## src/hw/eds_pkg.sv

```systemverilog
// Constants shared by the encoder diagnostic status attribute bank
//
// Functional notes
// - A fault bit goes high when its internal fault detector becomes true.
// - A fault bit stays set until cleared while its fault detector is no longer true.
// - Fault summary flag is 1 when any fault bit is active, else 0.
// - Fault bit 1 reports a general error detailed by vendor bits 12 to 15; only 12 exists.
// - Bit 12 flags corrupted or damaged nonvolatile memory; not user recoverable.
// - Supported-fault mask is read-only and reads 1002h.
// - A warning marks an out-of-tolerance parameter; it never blocks position output.
// - Each warning bit clears by itself once its parameter is back in tolerance.
// - Warning summary flag reads 1 when any warning is active, else 0.
// - Warning bit 13 sets whenever an out-of-tolerance parameter value is written.
// - Supported-warning mask is read-only and reads 2000h.
// - Operating-time word counts tenths of an hour but is not maintained.
// - Preset computes and stores the offset word; it shifts position and is read-only.
// - Offset returns to zero when factory defaults are reloaded and on reset.
// - Application firmware version: major in bits 31-16, minor in bits 15-0.
// - Hardware version is 32 bits: major upper half, minor lower half.
// - Network firmware version: zero 31-24, major 23-16, minor 15-8, build 7-0.
// - Bad-parameter list: bit0 span units, bit1 range, bit2 preset, bit3 offset.
// - Normal state returns only after every flagged parameter is rewritten in tolerance; here restore defaults also clears every flag.
// - Offset bit 3 sets when a preset yields an out-of-tolerance offset.
// - Restore defaults runs on each rising edge of command bit 7.
package eds_pkg;
    localparam logic [7:0]  ATTR_FAULT_WORD    = 8'h2c;
    localparam logic [7:0]  ATTR_FAULT_MASK    = 8'h2d;
    localparam logic [7:0]  ATTR_FAULT_FLAG    = 8'h2e;
    localparam logic [7:0]  ATTR_WARN_WORD     = 8'h2f;
    localparam logic [7:0]  ATTR_WARN_MASK     = 8'h30;
    localparam logic [7:0]  ATTR_WARN_FLAG     = 8'h31;
    localparam logic [7:0]  ATTR_POWERED_TIME  = 8'h32;
    localparam logic [7:0]  ATTR_PRESET_SHIFT  = 8'h33;
    localparam logic [7:0]  ATTR_APP_FW        = 8'h64;
    localparam logic [7:0]  ATTR_ELEC_REV      = 8'h65;
    localparam logic [7:0]  ATTR_NET_FW        = 8'h66;
    localparam logic [7:0]  ATTR_BAD_LIST      = 8'h67;

    localparam int          FAULT_DIAG_BIT     = 1;
    localparam int          FAULT_FLASH_BIT    = 12;
    localparam int          FAULT_VENDOR_LO    = 12;
    localparam int          FAULT_VENDOR_HI    = 15;
    localparam int          WARN_PARAM_BIT     = 13;
    localparam int          BAD_SPAN_BIT       = 0;
    localparam int          BAD_RANGE_BIT      = 1;
    localparam int          BAD_PRESET_BIT     = 2;
    localparam int          BAD_OFFSET_BIT     = 3;
    localparam int          NUM_BAD            = 4;
    localparam int          NUM_PARAM_WR       = 3;
    localparam int          CMD_RESTORE_BIT    = 7;

    localparam logic [15:0] FAULT_SUPPORTED    = 16'h1002;
    localparam logic [15:0] WARN_SUPPORTED     = 16'h2000;
    localparam logic [15:0] BAD_LIST_USED      = 16'h000f;
    localparam logic [7:0]  NET_FW_PAD         = 8'h00;
    localparam logic [31:0] POWERED_TIME_VALUE = 32'h0000_0000;
    localparam logic [31:0] OFFSET_DEFAULT     = 32'h0000_0000;
endpackage : eds_pkg

```

## src/hw/eds_diag_bank.sv

```systemverilog
// Diagnostic and identification attribute bank of the absolute encoder
`timescale 1ns/1ps
`default_nettype none
module eds_diag_bank #(
    parameter logic [15:0] APP_FW_MAJOR = 16'h0001,
    parameter logic [15:0] APP_FW_MINOR = 16'h0000,
    parameter logic [15:0] HW_MAJOR     = 16'h0001,
    parameter logic [15:0] HW_MINOR     = 16'h0000,
    parameter logic [7:0]  NET_FW_MAJOR = 8'h01,
    parameter logic [7:0]  NET_FW_MINOR = 8'h00,
    parameter logic [7:0]  NET_FW_BUILD = 8'h00,
    parameter logic [31:0] OFFSET_MAX   = 32'hffff_ffff,
    parameter int          NUM_PWR      = eds_pkg::NUM_PARAM_WR
) (
    input  wire logic               ref_clk,
    input  wire logic               rstn,
    input  wire logic               flash_fault,
    input  wire logic               fault_clear,
    input  wire logic [NUM_PWR-1:0] param_wr,
    input  wire logic [NUM_PWR-1:0] param_bad,
    input  wire logic               preset_apply,
    input  wire logic [31:0]        cur_position,
    input  wire logic               restore_service,
    input  wire logic [7:0]         cmd_byte,
    input  wire logic               attr_rd_req,
    input  wire logic [7:0]         attr_id,
    output logic                    attr_rd_valid,
    output logic                    attr_rd_err,
    output logic [31:0]             attr_rd_data,
    output logic [31:0]             offset_value,
    output logic                    fault_active,
    output logic                    warning_active,
    output logic                    position_valid
);
    logic        flash_err;
    logic        flash_clr;
    logic        cmd_restore_prev_r;
    logic        restore_rise;
    logic        defaults;
    logic [15:0] fault_word;
    logic [15:0] warn_word;
    logic [15:0] bad_list;
    logic [eds_pkg::NUM_BAD-1:0] bad_bits;
    logic [eds_pkg::NUM_BAD-1:0] bad_wr;
    logic [eds_pkg::NUM_BAD-1:0] bad_val;
    logic        offset_bad;
    logic [31:0] offset_r;
    logic [31:0] offset_nxt;
    logic [31:0] app_fw;
    logic [31:0] elec_rev;
    logic [31:0] net_fw;

    // Attribute identifiers that this bank answers
    function automatic logic attr_known(input logic [7:0] id);
        case (id)
            eds_pkg::ATTR_FAULT_WORD,
            eds_pkg::ATTR_FAULT_MASK,
            eds_pkg::ATTR_FAULT_FLAG,
            eds_pkg::ATTR_WARN_WORD,
            eds_pkg::ATTR_WARN_MASK,
            eds_pkg::ATTR_WARN_FLAG,
            eds_pkg::ATTR_POWERED_TIME,
            eds_pkg::ATTR_PRESET_SHIFT,
            eds_pkg::ATTR_APP_FW,
            eds_pkg::ATTR_ELEC_REV,
            eds_pkg::ATTR_NET_FW,
            eds_pkg::ATTR_BAD_LIST: attr_known = 1'b1;
            default:                attr_known = 1'b0;
        endcase
    endfunction : attr_known

    // Memory fault: cleared only once the detector has dropped
    assign flash_clr = fault_clear & ~flash_fault;

    eds_sticky_bit u_flash_err (
        .ref_clk (ref_clk),
        .rstn    (rstn),
        .set     (flash_fault),
        .clr     (flash_clr),
        .q       (flash_err)
    );

    // Restore defaults from the service or the command bit edge
    always_ff @(posedge ref_clk or negedge rstn) begin
        if (!rstn) begin
            cmd_restore_prev_r <= 1'b1;
        end else begin
            cmd_restore_prev_r <= cmd_byte[eds_pkg::CMD_RESTORE_BIT];
        end
    end

    assign restore_rise = cmd_byte[eds_pkg::CMD_RESTORE_BIT] & ~cmd_restore_prev_r;
    assign defaults     = restore_rise | restore_service;

    // Offset captured at preset, zeroed by defaults and by reset
    assign offset_bad = cur_position > OFFSET_MAX;

    always_comb begin
        offset_nxt = offset_r;
        if (defaults) begin
            offset_nxt = eds_pkg::OFFSET_DEFAULT;
        end else if (preset_apply) begin
            offset_nxt = cur_position;
        end
    end

    always_ff @(posedge ref_clk or negedge rstn) begin
        if (!rstn) begin
            offset_r <= eds_pkg::OFFSET_DEFAULT;
        end else begin
            offset_r <= offset_nxt;
        end
    end

    assign offset_value = offset_r;

    // Per-parameter tolerance flags, rewritten on each write
    assign bad_wr  = {preset_apply, param_wr};
    assign bad_val = {offset_bad, param_bad};

    genvar gi;
    generate
        for (gi = 0; gi < eds_pkg::NUM_BAD; gi++) begin : g_bad
            eds_param_check u_chk (
                .ref_clk  (ref_clk),
                .rstn     (rstn),
                .defaults (defaults),
                .wr       (bad_wr[gi]),
                .bad      (bad_val[gi]),
                .q        (bad_bits[gi])
            );
        end
    endgenerate

    // Status words, masked so unused bits stay zero
    always_comb begin
        fault_word = '0;
        fault_word[eds_pkg::FAULT_FLASH_BIT] = flash_err;
        fault_word[eds_pkg::FAULT_DIAG_BIT] =
            |fault_word[eds_pkg::FAULT_VENDOR_HI:eds_pkg::FAULT_VENDOR_LO];
        fault_word = fault_word & eds_pkg::FAULT_SUPPORTED;
    end

    always_comb begin
        bad_list = '0;
        bad_list[eds_pkg::NUM_BAD-1:0] = bad_bits;
        bad_list = bad_list & eds_pkg::BAD_LIST_USED;
        warn_word = '0;
        warn_word[eds_pkg::WARN_PARAM_BIT] = |bad_list;
        warn_word = warn_word & eds_pkg::WARN_SUPPORTED;
    end

    assign fault_active   = |fault_word;
    assign warning_active = |warn_word;
    // Warnings never gate the position, only faults do
    assign position_valid = ~fault_active;

    // Identification words
    assign app_fw   = {APP_FW_MAJOR, APP_FW_MINOR};
    assign elec_rev = {HW_MAJOR, HW_MINOR};
    assign net_fw   = {eds_pkg::NET_FW_PAD, NET_FW_MAJOR, NET_FW_MINOR, NET_FW_BUILD};

    // Attribute read: one cycle from request to answer
    always_ff @(posedge ref_clk or negedge rstn) begin
        if (!rstn) begin
            attr_rd_valid <= 1'b0;
            attr_rd_err   <= 1'b0;
        end else begin
            attr_rd_valid <= attr_rd_req;
            attr_rd_err   <= attr_rd_req & ~attr_known(attr_id);
        end
    end

    always_ff @(posedge ref_clk or negedge rstn) begin
        if (!rstn) begin
            attr_rd_data <= '0;
        end else if (attr_rd_req) begin
            case (attr_id)
                eds_pkg::ATTR_FAULT_WORD:   attr_rd_data <= {16'h0000, fault_word};
                eds_pkg::ATTR_FAULT_MASK:   attr_rd_data <= {16'h0000, eds_pkg::FAULT_SUPPORTED};
                eds_pkg::ATTR_FAULT_FLAG:   attr_rd_data <= {31'h0000_0000, fault_active};
                eds_pkg::ATTR_WARN_WORD:    attr_rd_data <= {16'h0000, warn_word};
                eds_pkg::ATTR_WARN_MASK:    attr_rd_data <= {16'h0000, eds_pkg::WARN_SUPPORTED};
                eds_pkg::ATTR_WARN_FLAG:    attr_rd_data <= {31'h0000_0000, warning_active};
                eds_pkg::ATTR_POWERED_TIME: attr_rd_data <= eds_pkg::POWERED_TIME_VALUE;
                eds_pkg::ATTR_PRESET_SHIFT: attr_rd_data <= offset_r;
                eds_pkg::ATTR_APP_FW:       attr_rd_data <= app_fw;
                eds_pkg::ATTR_ELEC_REV:     attr_rd_data <= elec_rev;
                eds_pkg::ATTR_NET_FW:       attr_rd_data <= net_fw;
                eds_pkg::ATTR_BAD_LIST:     attr_rd_data <= {16'h0000, bad_list};
                default:                    attr_rd_data <= '0;
            endcase
        end
    end

    // Checks

    property p_fault_set;
        @(posedge ref_clk) disable iff (!rstn)
        flash_fault |=> fault_word[eds_pkg::FAULT_FLASH_BIT] && fault_active;
    endproperty
    a_fault_set: assert property (p_fault_set) else $error("fault bit not set");

    property p_fault_hold;
        @(posedge ref_clk) disable iff (!rstn)
        flash_err && !(fault_clear && !flash_fault) |=> flash_err;
    endproperty
    a_fault_hold: assert property (p_fault_hold) else $error("fault bit lost");

    property p_fault_clear;
        @(posedge ref_clk) disable iff (!rstn)
        fault_clear && !flash_fault |=> !fault_active && position_valid;
    endproperty
    a_fault_clear: assert property (p_fault_clear) else $error("fault not cleared");

    property p_fault_sum;
        @(posedge ref_clk) disable iff (!rstn)
        fault_active == flash_err;
    endproperty
    a_fault_sum: assert property (p_fault_sum) else $error("fault flag wrong");

    property p_diag;
        @(posedge ref_clk) disable iff (!rstn)
        fault_word[eds_pkg::FAULT_DIAG_BIT] == fault_word[eds_pkg::FAULT_FLASH_BIT];
    endproperty
    a_diag: assert property (p_diag) else $error("diag bit mismatch");

    property p_unused;
        @(posedge ref_clk) disable iff (!rstn)
        (fault_word & 16'hefff & 16'hfffd) == 16'h0000 &&
        (warn_word & 16'hdfff) == 16'h0000 && bad_list[15:4] == 12'h000;
    endproperty
    a_unused: assert property (p_unused) else $error("unused bit set");

    property p_mask_rd;
        @(posedge ref_clk) disable iff (!rstn)
        attr_rd_req && attr_id == eds_pkg::ATTR_FAULT_MASK |=> attr_rd_data == 32'h0000_1002;
    endproperty
    a_mask_rd: assert property (p_mask_rd) else $error("fault mask read wrong");

    property p_wmask_rd;
        @(posedge ref_clk) disable iff (!rstn)
        attr_rd_req && attr_id == eds_pkg::ATTR_WARN_MASK |=> attr_rd_data == 32'h0000_2000;
    endproperty
    a_wmask_rd: assert property (p_wmask_rd) else $error("warn mask read wrong");

    property p_warn_pos;
        @(posedge ref_clk) disable iff (!rstn)
        warning_active && !flash_err |-> position_valid;
    endproperty
    a_warn_pos: assert property (p_warn_pos) else $error("warning blocks position");

    property p_warn_clr;
        @(posedge ref_clk) disable iff (!rstn)
        param_wr == 3'b001 && !param_bad[0] && !preset_apply && !defaults
            |=> !bad_list[eds_pkg::BAD_SPAN_BIT];
    endproperty
    a_warn_clr: assert property (p_warn_clr) else $error("warning not self-cleared");

    property p_warn_sum;
        @(posedge ref_clk) disable iff (!rstn)
        warning_active == (|bad_bits) && warn_word[eds_pkg::WARN_PARAM_BIT] == warning_active;
    endproperty
    a_warn_sum: assert property (p_warn_sum) else $error("warning flag wrong");

    property p_param_bad;
        @(posedge ref_clk) disable iff (!rstn)
        param_wr[1] && param_bad[1] && !defaults |=> warning_active && bad_list[eds_pkg::BAD_RANGE_BIT];
    endproperty
    a_param_bad: assert property (p_param_bad) else $error("param error not flagged");

    property p_optime;
        @(posedge ref_clk) disable iff (!rstn)
        attr_rd_req && attr_id == eds_pkg::ATTR_POWERED_TIME |=> attr_rd_data == 32'h0000_0000;
    endproperty
    a_optime: assert property (p_optime) else $error("operating time nonzero");

    property p_offset_cap;
        @(posedge ref_clk) disable iff (!rstn)
        preset_apply && !defaults |=> offset_value == $past(cur_position);
    endproperty
    a_offset_cap: assert property (p_offset_cap) else $error("offset not captured");

    property p_offset_hold;
        @(posedge ref_clk) disable iff (!rstn)
        !preset_apply && !defaults |=> $stable(offset_value);
    endproperty
    a_offset_hold: assert property (p_offset_hold) else $error("offset changed");

    property p_restore;
        @(posedge ref_clk) disable iff (!rstn)
        $rose(cmd_byte[eds_pkg::CMD_RESTORE_BIT]) |=> offset_value == 32'h0000_0000 && bad_list == 16'h0000;
    endproperty
    a_restore: assert property (p_restore) else $error("restore not done");

    property p_offset_bad;
        @(posedge ref_clk) disable iff (!rstn)
        preset_apply && !defaults && cur_position > OFFSET_MAX |=> bad_list[eds_pkg::BAD_OFFSET_BIT];
    endproperty
    a_offset_bad: assert property (p_offset_bad) else $error("offset range not flagged");

    property p_net_fw;
        @(posedge ref_clk) disable iff (!rstn)
        attr_rd_req && attr_id == eds_pkg::ATTR_NET_FW |=> attr_rd_data[31:24] == 8'h00;
    endproperty
    a_net_fw: assert property (p_net_fw) else $error("net version pad nonzero");

    property p_rd;
        @(posedge ref_clk) disable iff (!rstn)
        attr_rd_req |=> attr_rd_valid && (attr_rd_err == !attr_known($past(attr_id)));
    endproperty
    a_rd: assert property (p_rd) else $error("read answer wrong");

endmodule : eds_diag_bank
`default_nettype wire

```

## src/hw/eds_sticky_bit.sv

```systemverilog
// Sticky status bit whose set beats a simultaneous clear
`timescale 1ns/1ps
`default_nettype none
module eds_sticky_bit (
    input  wire logic ref_clk,
    input  wire logic rstn,
    input  wire logic set,
    input  wire logic clr,
    output logic      q
);
    logic q_nxt;

    always_comb begin
        q_nxt = set | (q & ~clr);
    end

    always_ff @(posedge ref_clk or negedge rstn) begin
        if (!rstn) begin
            q <= 1'b0;
        end else begin
            q <= q_nxt;
        end
    end
endmodule : eds_sticky_bit
`default_nettype wire

```

## src/hw/eds_param_check.sv

```systemverilog
// Tolerance flag of one parameter, rewritten on every write of it
`timescale 1ns/1ps
`default_nettype none
module eds_param_check (
    input  wire logic ref_clk,
    input  wire logic rstn,
    input  wire logic defaults,
    input  wire logic wr,
    input  wire logic bad,
    output logic      q
);
    always_ff @(posedge ref_clk or negedge rstn) begin
        if (!rstn) begin
            q <= 1'b0;
        end else if (defaults) begin
            q <= 1'b0;
        end else if (wr) begin
            q <= bad;
        end
    end
endmodule : eds_param_check
`default_nettype wire

```

## config.mk

```make
export PLATFORM = sky130hd
export DESIGN_NAME = eds_diag_bank
export DESIGN_NICKNAME = d
export VERILOG_FILES = /design/src/hw/eds_pkg.sv /design/src/hw/eds_diag_bank.sv /design/src/hw/eds_sticky_bit.sv /design/src/hw/eds_param_check.sv
export SDC_FILE = /design/constraint.sdc
export NUM_CORES = 1
export LEC_CHECK = 0
export BUFFER_PORTS_ARGS = -buffer_cell sky130_fd_sc_hd__buf_2
export CORE_MARGIN = 2
export CORE_UTILIZATION = 40
export CTS_BUF_LIST = sky130_fd_sc_hd__clkbuf_8
export DETAILED_ROUTE_END_ITERATION = 10
export GPL_ROUTABILITY_DRIVEN = 1
export PLACE_DENSITY = 0.74
export SLEW_MARGIN = 10
export SYNTH_ARGS = -nofsm -noshare
export SYNTH_HDL_FRONTEND = slang
export SYNTH_SLANG_ARGS = --single-unit
```

## constraint.sdc

```tcl
create_clock -name ref_clk -period 2.96 [get_ports ref_clk]
set_input_delay 0.592 -clock ref_clk [delete_from_list [all_inputs] [get_ports ref_clk]]
set_output_delay 0.592 -clock ref_clk [all_outputs]
set_load 0.05 [all_outputs]
```

Word level (Yosys, flattened, before mapping)
Cells that the tools add are included.
- bits in registers: 72
- input bits: 61
- word-level logic and storage cells: 53
- $lt $le $gt $ge: 1
- equality and inequality tests: 12
- multiplexer cells: 12
- bitwise logic cells: 11
- reductions and logical operators: 7
- operators with widths (cell ; count):
    32-bit case mux with 9 select lines ; 1
    8-bit by 6-bit equality test with 1-bit output (second input constant) ; 8
    32-bit 2-to-1 mux ; 2
    8-bit by 7-bit equality test with 1-bit output (second input constant) ; 4
    32-bit greater-than comparator (second input constant) ; 1
    12-bit OR reduction ; 1
    1-bit 2-to-1 mux ; 9
    2-bit nonzero test ; 4
    1-bit NOT ; 5
    1-bit bitwise AND ; 4
    4-bit OR reduction ; 1
    3-bit OR reduction ; 1
    1-bit OR ; 2

Logic depth before layout (Yosys ltp)
Gate-level depths: netlist (run 1).
- depth after elaboration: 5
- gate-level depth with buffers: 5
- mapped depth without buffers: 4

Modules after synthesis
Synthesis (run 1) repeated with hierarchy kept, for this count alone.
- cells, all modules: 235
- area total of the unflattened synthesis: 2977.9 µm²
- by module, submodules not included (module ; instances ; cells each ; area each (µm²) ; seq. area each (µm²)):
    eds_diag_bank ; 1 ; 220 ; 2786.4 ; 1677.9
    eds_param_check ; 4 ; 3 ; 38.8 ; 25.0
    eds_sticky_bit ; 1 ; 3 ; 36.3 ; 25.0

Worst setup path before layout (run 1)
Ideal clock, no wire load.
- path type: input to register
- start: input attr_id[3]
- end: register attr_rd_data[13]
- arrival time: 1999 ps
- data required time: 2874 ps
- path slack: 875 ps
- stages: 4
- buffers on the path: 0
- path through: or4b_4 -> or3b_4 -> or3_1 -> a32oi_2
- word-level cells in the longest chain between the ends: 3
- elaborated cells on any way between the ends: 13
- RTL lines (item ; line ; text):
    start: declaration ; eds_diag_bank.sv:26 ; input wire logic [7:0] attr_id,
    8-bit by 7-bit equality test with 1-bit output ; eds_diag_bank.sv:178 ; case (attr_id)
    3-bit OR reduction (no source line) ; - ;
    32-bit case mux with 9 select lines * ; eds_diag_bank.sv:178 ;
    end signal: assignment ; eds_diag_bank.sv:179 ; eds_pkg::ATTR_FAULT_WORD: attr_rd_data <= {16'h0000, fault_word};
    end signal: assignment ; eds_diag_bank.sv:180 ; eds_pkg::ATTR_FAULT_MASK: attr_rd_data <= {16'h0000, eds_pkg::FAULT_SUPPORTED};
    end signal: assignment ; eds_diag_bank.sv:181 ; eds_pkg::ATTR_FAULT_FLAG: attr_rd_data <= {31'h0000_0000, fault_active};
    end: declaration ; eds_diag_bank.sv:29 ; output logic [31:0] attr_rd_data,
Mark *: on every way between the ends. The rest lies on a longest branch, timed or not.
A chain may end at the register's enable or synchronous reset.

Worst setup path after layout (run 1)
- start: register g_bad[0].u_chk.q
- end: output warning_active
- word-level cells in the longest chain between the ends: 1
- RTL lines (item ; line ; text):
    start: declaration ; eds_param_check.sv:10 ; output logic q
    start signal: assignment ; eds_param_check.sv:14 ; q <= 1'b0;
    start signal: assignment ; eds_param_check.sv:16 ; q <= 1'b0;
    start signal: assignment ; eds_param_check.sv:18 ; q <= bad;
    4-bit OR reduction ; eds_diag_bank.sv:149 ; warn_word[eds_pkg::WARN_PARAM_BIT] = |bad_list;
    end: declaration ; eds_diag_bank.sv:32 ; output logic warning_active,
No other way between the ends.

==> out/metrics.cfg, run 1 <==
[setup_path]
r2r_cells = 3
cp_max_fo = 3
crit_slowest_cell = or3_1
critPathRequiredTime_ps = 2370
rr_endpoint = attr_rd_data[13]$_DFFE_PN0P_
start_kind = flip-flop
worst-path-stages = 2
cp_slowest_stage_delay_ps = 430
path_cells = or3_1 -> buf_2
crit_family = simple AND/OR/NAND/NOR gates
end_kind = output pin
arrival_ps = 1400
reg2reg_from = g_bad[1].u_chk.q$_DFFE_PN0P_
critPathKind = reg2out
crit_path_start = g_bad[0].u_chk.q$_DFFE_PN0P_
worst-path-buf-inv = 1
r2r_slack_ps = 1630

[placement]
place_ws_ps = 689
portBuffers = 122
routabilityCongestion = 0.806
hpwlAfterDp_mm = 4.93

[final_layout]
area_growth_pct = 29.6
drive_above_1_share_pct = 38.5
finish.net_count = 440
diodes = 0

[timing]
fmax_ghz = 0.503
rsz0062_at_grt = false
max_slew_margin_pct = 32.9
fin_tns_setup_ps = 0
slew_violations = 0
worst_slew_pin_slew_ps = 1010
min_period_over_period_pct = 67.2
hold_viol_final = 0
finClkSkew_ps = 7.49
post-route-min-period_ps = 1990
setup_ws_ps = 972
setup_violations = 0

[cts]
postCtsHoldBufs = 0
clk_latency_ps = 330
clk_pin_slew_ps = 70
numCtsBuffers = 9
cts_num_sinks = 71
cts_resized = 0
post_cts.repair.setup_buffers = 0
ctsRootBufferMaster = clkbuf_8
clock_path_buffers = 2
h-tree-depth = 3
cts_tree = yes

[die]
die_h_um = 90.4
start_util_pct = 41.2
io_pins = 130
fp.dieW_um = 90.4
die_area_um2 = 8180
rows = 31
core_um2 = 7250

[logic_synthesis]
syn-num-nets = 321
synth.avg_cell_area_um2 = 11.5
yosysWarnings = 0
async_reset_ff_share_pct = 100
yosys_register_bits = 71
netlist_instances = 260
ys_seq_area_share_pct = 59.5
ys.flop_type = dfrtp_1
synth_cell_types = 35
syn_area_um2 = 2990
synth_edf_count = 0

[drt]
drc = 0
vias = 2412
dr.first_iter.drc_count = 111
finalWirelength_mm = 7.18
wire_per_inst_um = 14.9
antenna_left = 0
first_pass_iters = 4
viasPerCell = 4.99

[global_route]
grt_pass1_wl_mm = 11.8
grt_pass1_vias = 2296
antenna_found_initial = 0
gr-total-overflow = 0
grt_usage_pct = 18.1
grt_start_max_net_pins = 42

[pwr]
ir_drop_mv = 0.227
p_per_area_nw_per_um2 = 516
power_leakage_nw = 2.05

[job]
drv_cap = 0

[min_path]
hold_class = in2async

[run_status]
status = finished clean

-- how the worst max path moves through the flow --
| stage | end |
|---|---|
| after floorplan | attr_rd_data[13]$_DFFE_PN0P_ |
| after global placement | attr_rd_data[13]$_DFFE_PN0P_ |
| after detailed placement | attr_rd_data[0]$_DFFE_PN0P_ |
| after CTS | warning_active |
| after global routing | warning_active |
| final | warning_active |
-- metrics by stage --
step                      hold WS [ps]  util [%]  power (W)  cell area (um^2)  std cells
after floorplan                    296         -    0.00123              2990        260
after global placement             465      51.0    0.00134              3700        467
after detailed placement           470      51.0    0.00134              3700        467
after CTS                          321      53.4    0.00202              3870        483
after global routing               350      53.4    0.00209              3870        483
final                              315      53.4    0.00200              3870        483
-- power by group --
| group | switching, W | total [W] | leakage (nW) | internal [W] |
|---|---|---|---|---|
| sequential | 0.0000212 | 0.00102 | 0.960 | 0.000999 |
| combinational | 0.000213 | 0.000302 | 0.997 | 0.0000885 |
| clock | 0.000335 | 0.000676 | 0.0977 | 0.000341 |
-- cells in the final DEF (no fill, tap or decap), types with 3 or more instances in the layout --
cell type / count
mux2i_1: 35
dfrtp_1: 70
a221oi_1: 3
buf_4: 3
nor2_1: 42
nand2_1: 31
inv_1: 6
buf_2: 122
o2bb2ai_1: 26
clkbuf_8: 11
-- layer usage --
metal | global-route usage (%) | part of all wire, %
met4 | 5.77 | 1.3
met1 | 25.2 | 46
met5 | 0 | 0
met3 | 3.59 | 5.1
met2 | 28.7 | 48
-- cell usage after synthesis, types with 2 or more instances --
master	instances	area [um^2]
inv_1	4	15.0
o2bb2ai_1	26	228
clkbuf_1	15	56.3
nor2_1	42	158
o22a_1	2	17.5
o21ai_0	2	10.0
a21o_1	2	15.0
nand2_1	31	116
buf_1	3	11.3
dfrtp_1	70	1750
a221oi_1	3	26.3
or3_1	2	12.5
a21oi_1	2	10.0
mux2i_1	35	350
-- sequential cells by signal (all words and copies together) (netlist names) --
| register | count |
|---|---|
| attr_rd_err | 1 |
| attr_rd_data | 32 |
| g_bad.u_chk.q | 3 |
| attr_rd_valid | 1 |
| offset_value | 32 |
| cmd_restore_prev_r | 1 |
| u_flash_err.q | 1 |
-- logic make-up (layout without fill, tap and decap cells) --
group / Yosys count / after routing / synth area share [%]
mux: 35 / 35 / 11.7
simple gates: 87 / 87 / 13.3
compound gates: 44 / 44 / 12.6
buf+inv: 23 / 147 / 2.89
flops: 71 / 71 / 59.5
-- layout make-up --
class	count	area, um^2
fill	663	3380
inverter	5	18.8
tap	99	124
sequential	71	1780
multi-input combinational	166	1120
timing repair buffer	126	653
clock inverter	5	25.0
clock buffer	11	151
Power figures use the tool's default switching activity.
==> run 2, diff against run 1 <==
--- a/config.mk
+++ b/config.mk
@@ -5,6 +5,7 @@
 export SDC_FILE = /design/constraint.sdc
 export NUM_CORES = 1
 export LEC_CHECK = 0
+export ABC_AREA = 1
 export BUFFER_PORTS_ARGS = -buffer_cell sky130_fd_sc_hd__buf_2
 export CORE_MARGIN = 2
 export CORE_UTILIZATION = 40
==> constraint.sdc (replaced) <==
create_clock -name ref_clk -period 2 [get_ports ref_clk]
set_input_delay 0.4 -clock ref_clk [delete_from_list [all_inputs] [get_ports ref_clk]]
set_output_delay 0.4 -clock ref_clk [all_outputs]
set_load 0.05 [all_outputs]
==> out/metrics.cfg, run 2 <==
[pwr]
p_per_area_nw_per_um2 = 815  ; +58%
total_power_w = 0.00319  ; +59%
power_leakage_nw = 2.08  ; +1.3%
ir_drop_mv = 0.438  ; +93%

[final_layout]
finish.net_count = 502  ; +14%
layout.cells.non_filler = 546  ; +13%
fillers = 670  ; +1.1%
final_common_cell = buf_2
final_area_um2 = 3910  ; +0.87%
area_growth_pct = 30.5
drive_above_1_share_pct = 35.9  ; -2.7 points
final_cell_mix = buf_2 (122), dfrtp_1 (70), nand2_1 (51), inv_1 (46), nand3_1 (44)

[global_route]
grt_start_max_net_pins = 72  ; +71%
grt_usage_pct = 19.2  ; +1.0 points
grt_pass1_vias = 2544  ; +11%
gr-total-overflow = 0  ; unchanged
antenna_found_initial = 1  ; +1
grt_pass1_wl_mm = 12.5  ; +6.1%

[drt]
dr.first_iter.drc_count = 80  ; -28%
finalWirelength_mm = 7.54  ; +5.1%
antenna_left = 0  ; unchanged
first_pass_iters = 4  ; unchanged
drc = 0  ; unchanged
wire_per_inst_um = 13.8  ; -7.0%
vias = 2618  ; +8.5%
viasPerCell = 4.79  ; -4.0%

[cts]
cts_tree = yes
clock_path_buffers = 2  ; unchanged
cts_num_sinks = 71  ; unchanged
post_cts.repair.setup_buffers = 0  ; unchanged
numCtsBuffers = 9  ; unchanged
clk_latency_ps = 330  ; about the same
postCtsHoldBufs = 0  ; unchanged
ctsRootBufferMaster = clkbuf_8
clk_pin_slew_ps = 70  ; about the same
cts_resized = 0  ; unchanged
h-tree-depth = 3  ; unchanged

[placement]
hpwlAfterDp_mm = 5.18  ; +5.0%
dp.cells = 529  ; +13%
routabilityCongestion = 0.840  ; +4.2%
dpl_cell_area_um2 = 3680  ; -0.44%
portBuffers = 122  ; unchanged

[logic_synthesis]
syn_area_um2 = 2990  ; +0.17%
async_reset_ff_share_pct = 100  ; unchanged
synth_edf_count = 0  ; unchanged
synth_common_cells = dfrtp_1 (70), nand2_1 (51), inv_1 (44), nand3_1 (44), o21ai_1 (30)
ys.flop_type = dfrtp_1
synth_cell_types = 26  ; -26%
synth.most_common_cell = dfrtp_1
synth_area_leaders = dfrtp_1 (59%), nand3_1 (7.4%), nand2_1 (6.4%)
yosys_register_bits = 71  ; unchanged
yosys.area.top_type = dfrtp_1
netlist_instances = 319  ; +23%
yosysTopAreaCellShare_pct = 58.5  ; -0.098 points
yosysWarnings = 0  ; unchanged
synth.avg_cell_area_um2 = 9.39  ; -18%
ys_seq_area_share_pct = 59.4  ; -0.099 points
syn-num-nets = 380  ; +18%

[timing]
fmax_ghz = 0.642
rsz0062_at_grt = false
fin_tns_setup_ps = 0  ; unchanged
finClkSkew_ps = 6.06  ; -1.43 ps
slew_violations = 0  ; unchanged
max_slew_margin_pct = 72.3  ; +39 points
setup_violations = 0  ; unchanged
hold_viol_final = 0  ; unchanged
worst_slew_pin_slew_ps = 416  ; -591 ps
min_period_over_period_pct = 77.8
post-route-min-period_ps = 1560

[setup_path]
end_kind = output pin
cp_max_fo = 3  ; unchanged
start_kind = flip-flop
critPathKind = reg2out
critPathRequiredTime_ps = 1600  ; -770 ps
arrival_ps = 1160  ; -240 ps

[run_status]
status = finished clean

[die]
start_util_pct = 41.3  ; +0.069 points
die_area_um2 = 8190  ; +0.15%
io_pins = 130  ; unchanged
core_um2 = 7250  ; unchanged
rows = 31  ; unchanged
fp.dieW_um = 90.5  ; about the same
die_h_um = 90.5  ; about the same

[job]
drv_cap = 0  ; unchanged

[min_path]
hold_class = in2async

[run 2: cell types whose count changed in the layout (fill, tap and decap cells not counted), sizes merged, moves of 3 or more]
cell and change:
o21ai +58, nand3 +44, inv +40, mux2i -33, nor2 -28, o2bb2ai -26, nand2 +21, a221oi -3
o211ai +3
[run 2: final timing paths]
path | start | endpoint | slack, ps | cells after the start
worst min-delay path | rstn | u_flash_err.q$_DFF_PN0_ | 80 | 2
worst min register to register | attr_rd_data[4]$_DFFE_PN0P_ | attr_rd_data[4]$_DFFE_PN0P_ | 480 | 2
max in group asynchronous | rstn | cmd_restore_prev_r$_DFF_PN1_ | 1570 | 2
worst max register to register | cmd_restore_prev_r$_DFF_PN1_ | offset_value[17]$_DFFE_PN0P_ | 540 | 5
min in group ref_clk | cmd_byte[7] | cmd_restore_prev_r$_DFF_PN1_ | 190 | 1
worst max-delay path | g_bad[0].u_chk.q$_DFFE_PN0P_ | warning_active | 440 | 3
[run 2: layout make-up]
| class | instances | area, um^2 | area share [%] |
|---|---|---|---|
| tap | 99 | 124 | 3.17 |
| clock inverter | 5 | 72.6 | 1.86 |
| antenna | 1 | 2.50 | 0.0640 |
| timing repair buffer | 128 | 668 | 17.1 |
| clock buffer | 11 | 151 | 3.87 |
| sequential | 71 | 1780 | 45.5 |
| multi-input combinational | 186 | 943 | 24.1 |
| inverter | 45 | 169 | 4.32 |
[run 2: cells by family after synthesis]
group	synth area share, %
and+or+nand+nor	17.4
buffers and inverters	9.11
AOI/OAI and AO/OA	13.4
muxes	0.669
DFF	59.4
[run 2: metal layers]
metal | vias up | track usage (%) | wire (um)
li1 | 1272 | - | -
met1 | 1245 | 26.3 | 3340
met2 | 93 | 29.6 | 3600
met3 | 8 | 6.26 | 550
met4 | 0 | 4.62 | 51
met5 | - | 0 | 0
[run 2: metrics by stage]
step	hold slack [ps]	utilization [%]	worst slack, ps
2_1_floorplan	104	-	469
3_3_place_gp	453	50.8	514
3_5_place_dp	462	50.8	451
4_1_cts	105	53.9	433
5_1_grt	102	53.9	363
6_report	76.4	53.9	443
[run 2: critical path, cell delays in order (launching register included)]
cell and delay (ps):
dfrtp_1 400, nor2_1 100, nand2_1 90, buf_2 220
[run 2: power breakdown]
| group | switching [W] | internal (W) | leakage, nW |
|---|---|---|---|
| clock | 0.000508 | 0.000760 | 0.122 |
| sequential | 0.0000217 | 0.00148 | 0.964 |
| combinational | 0.000313 | 0.000108 | 0.996 |
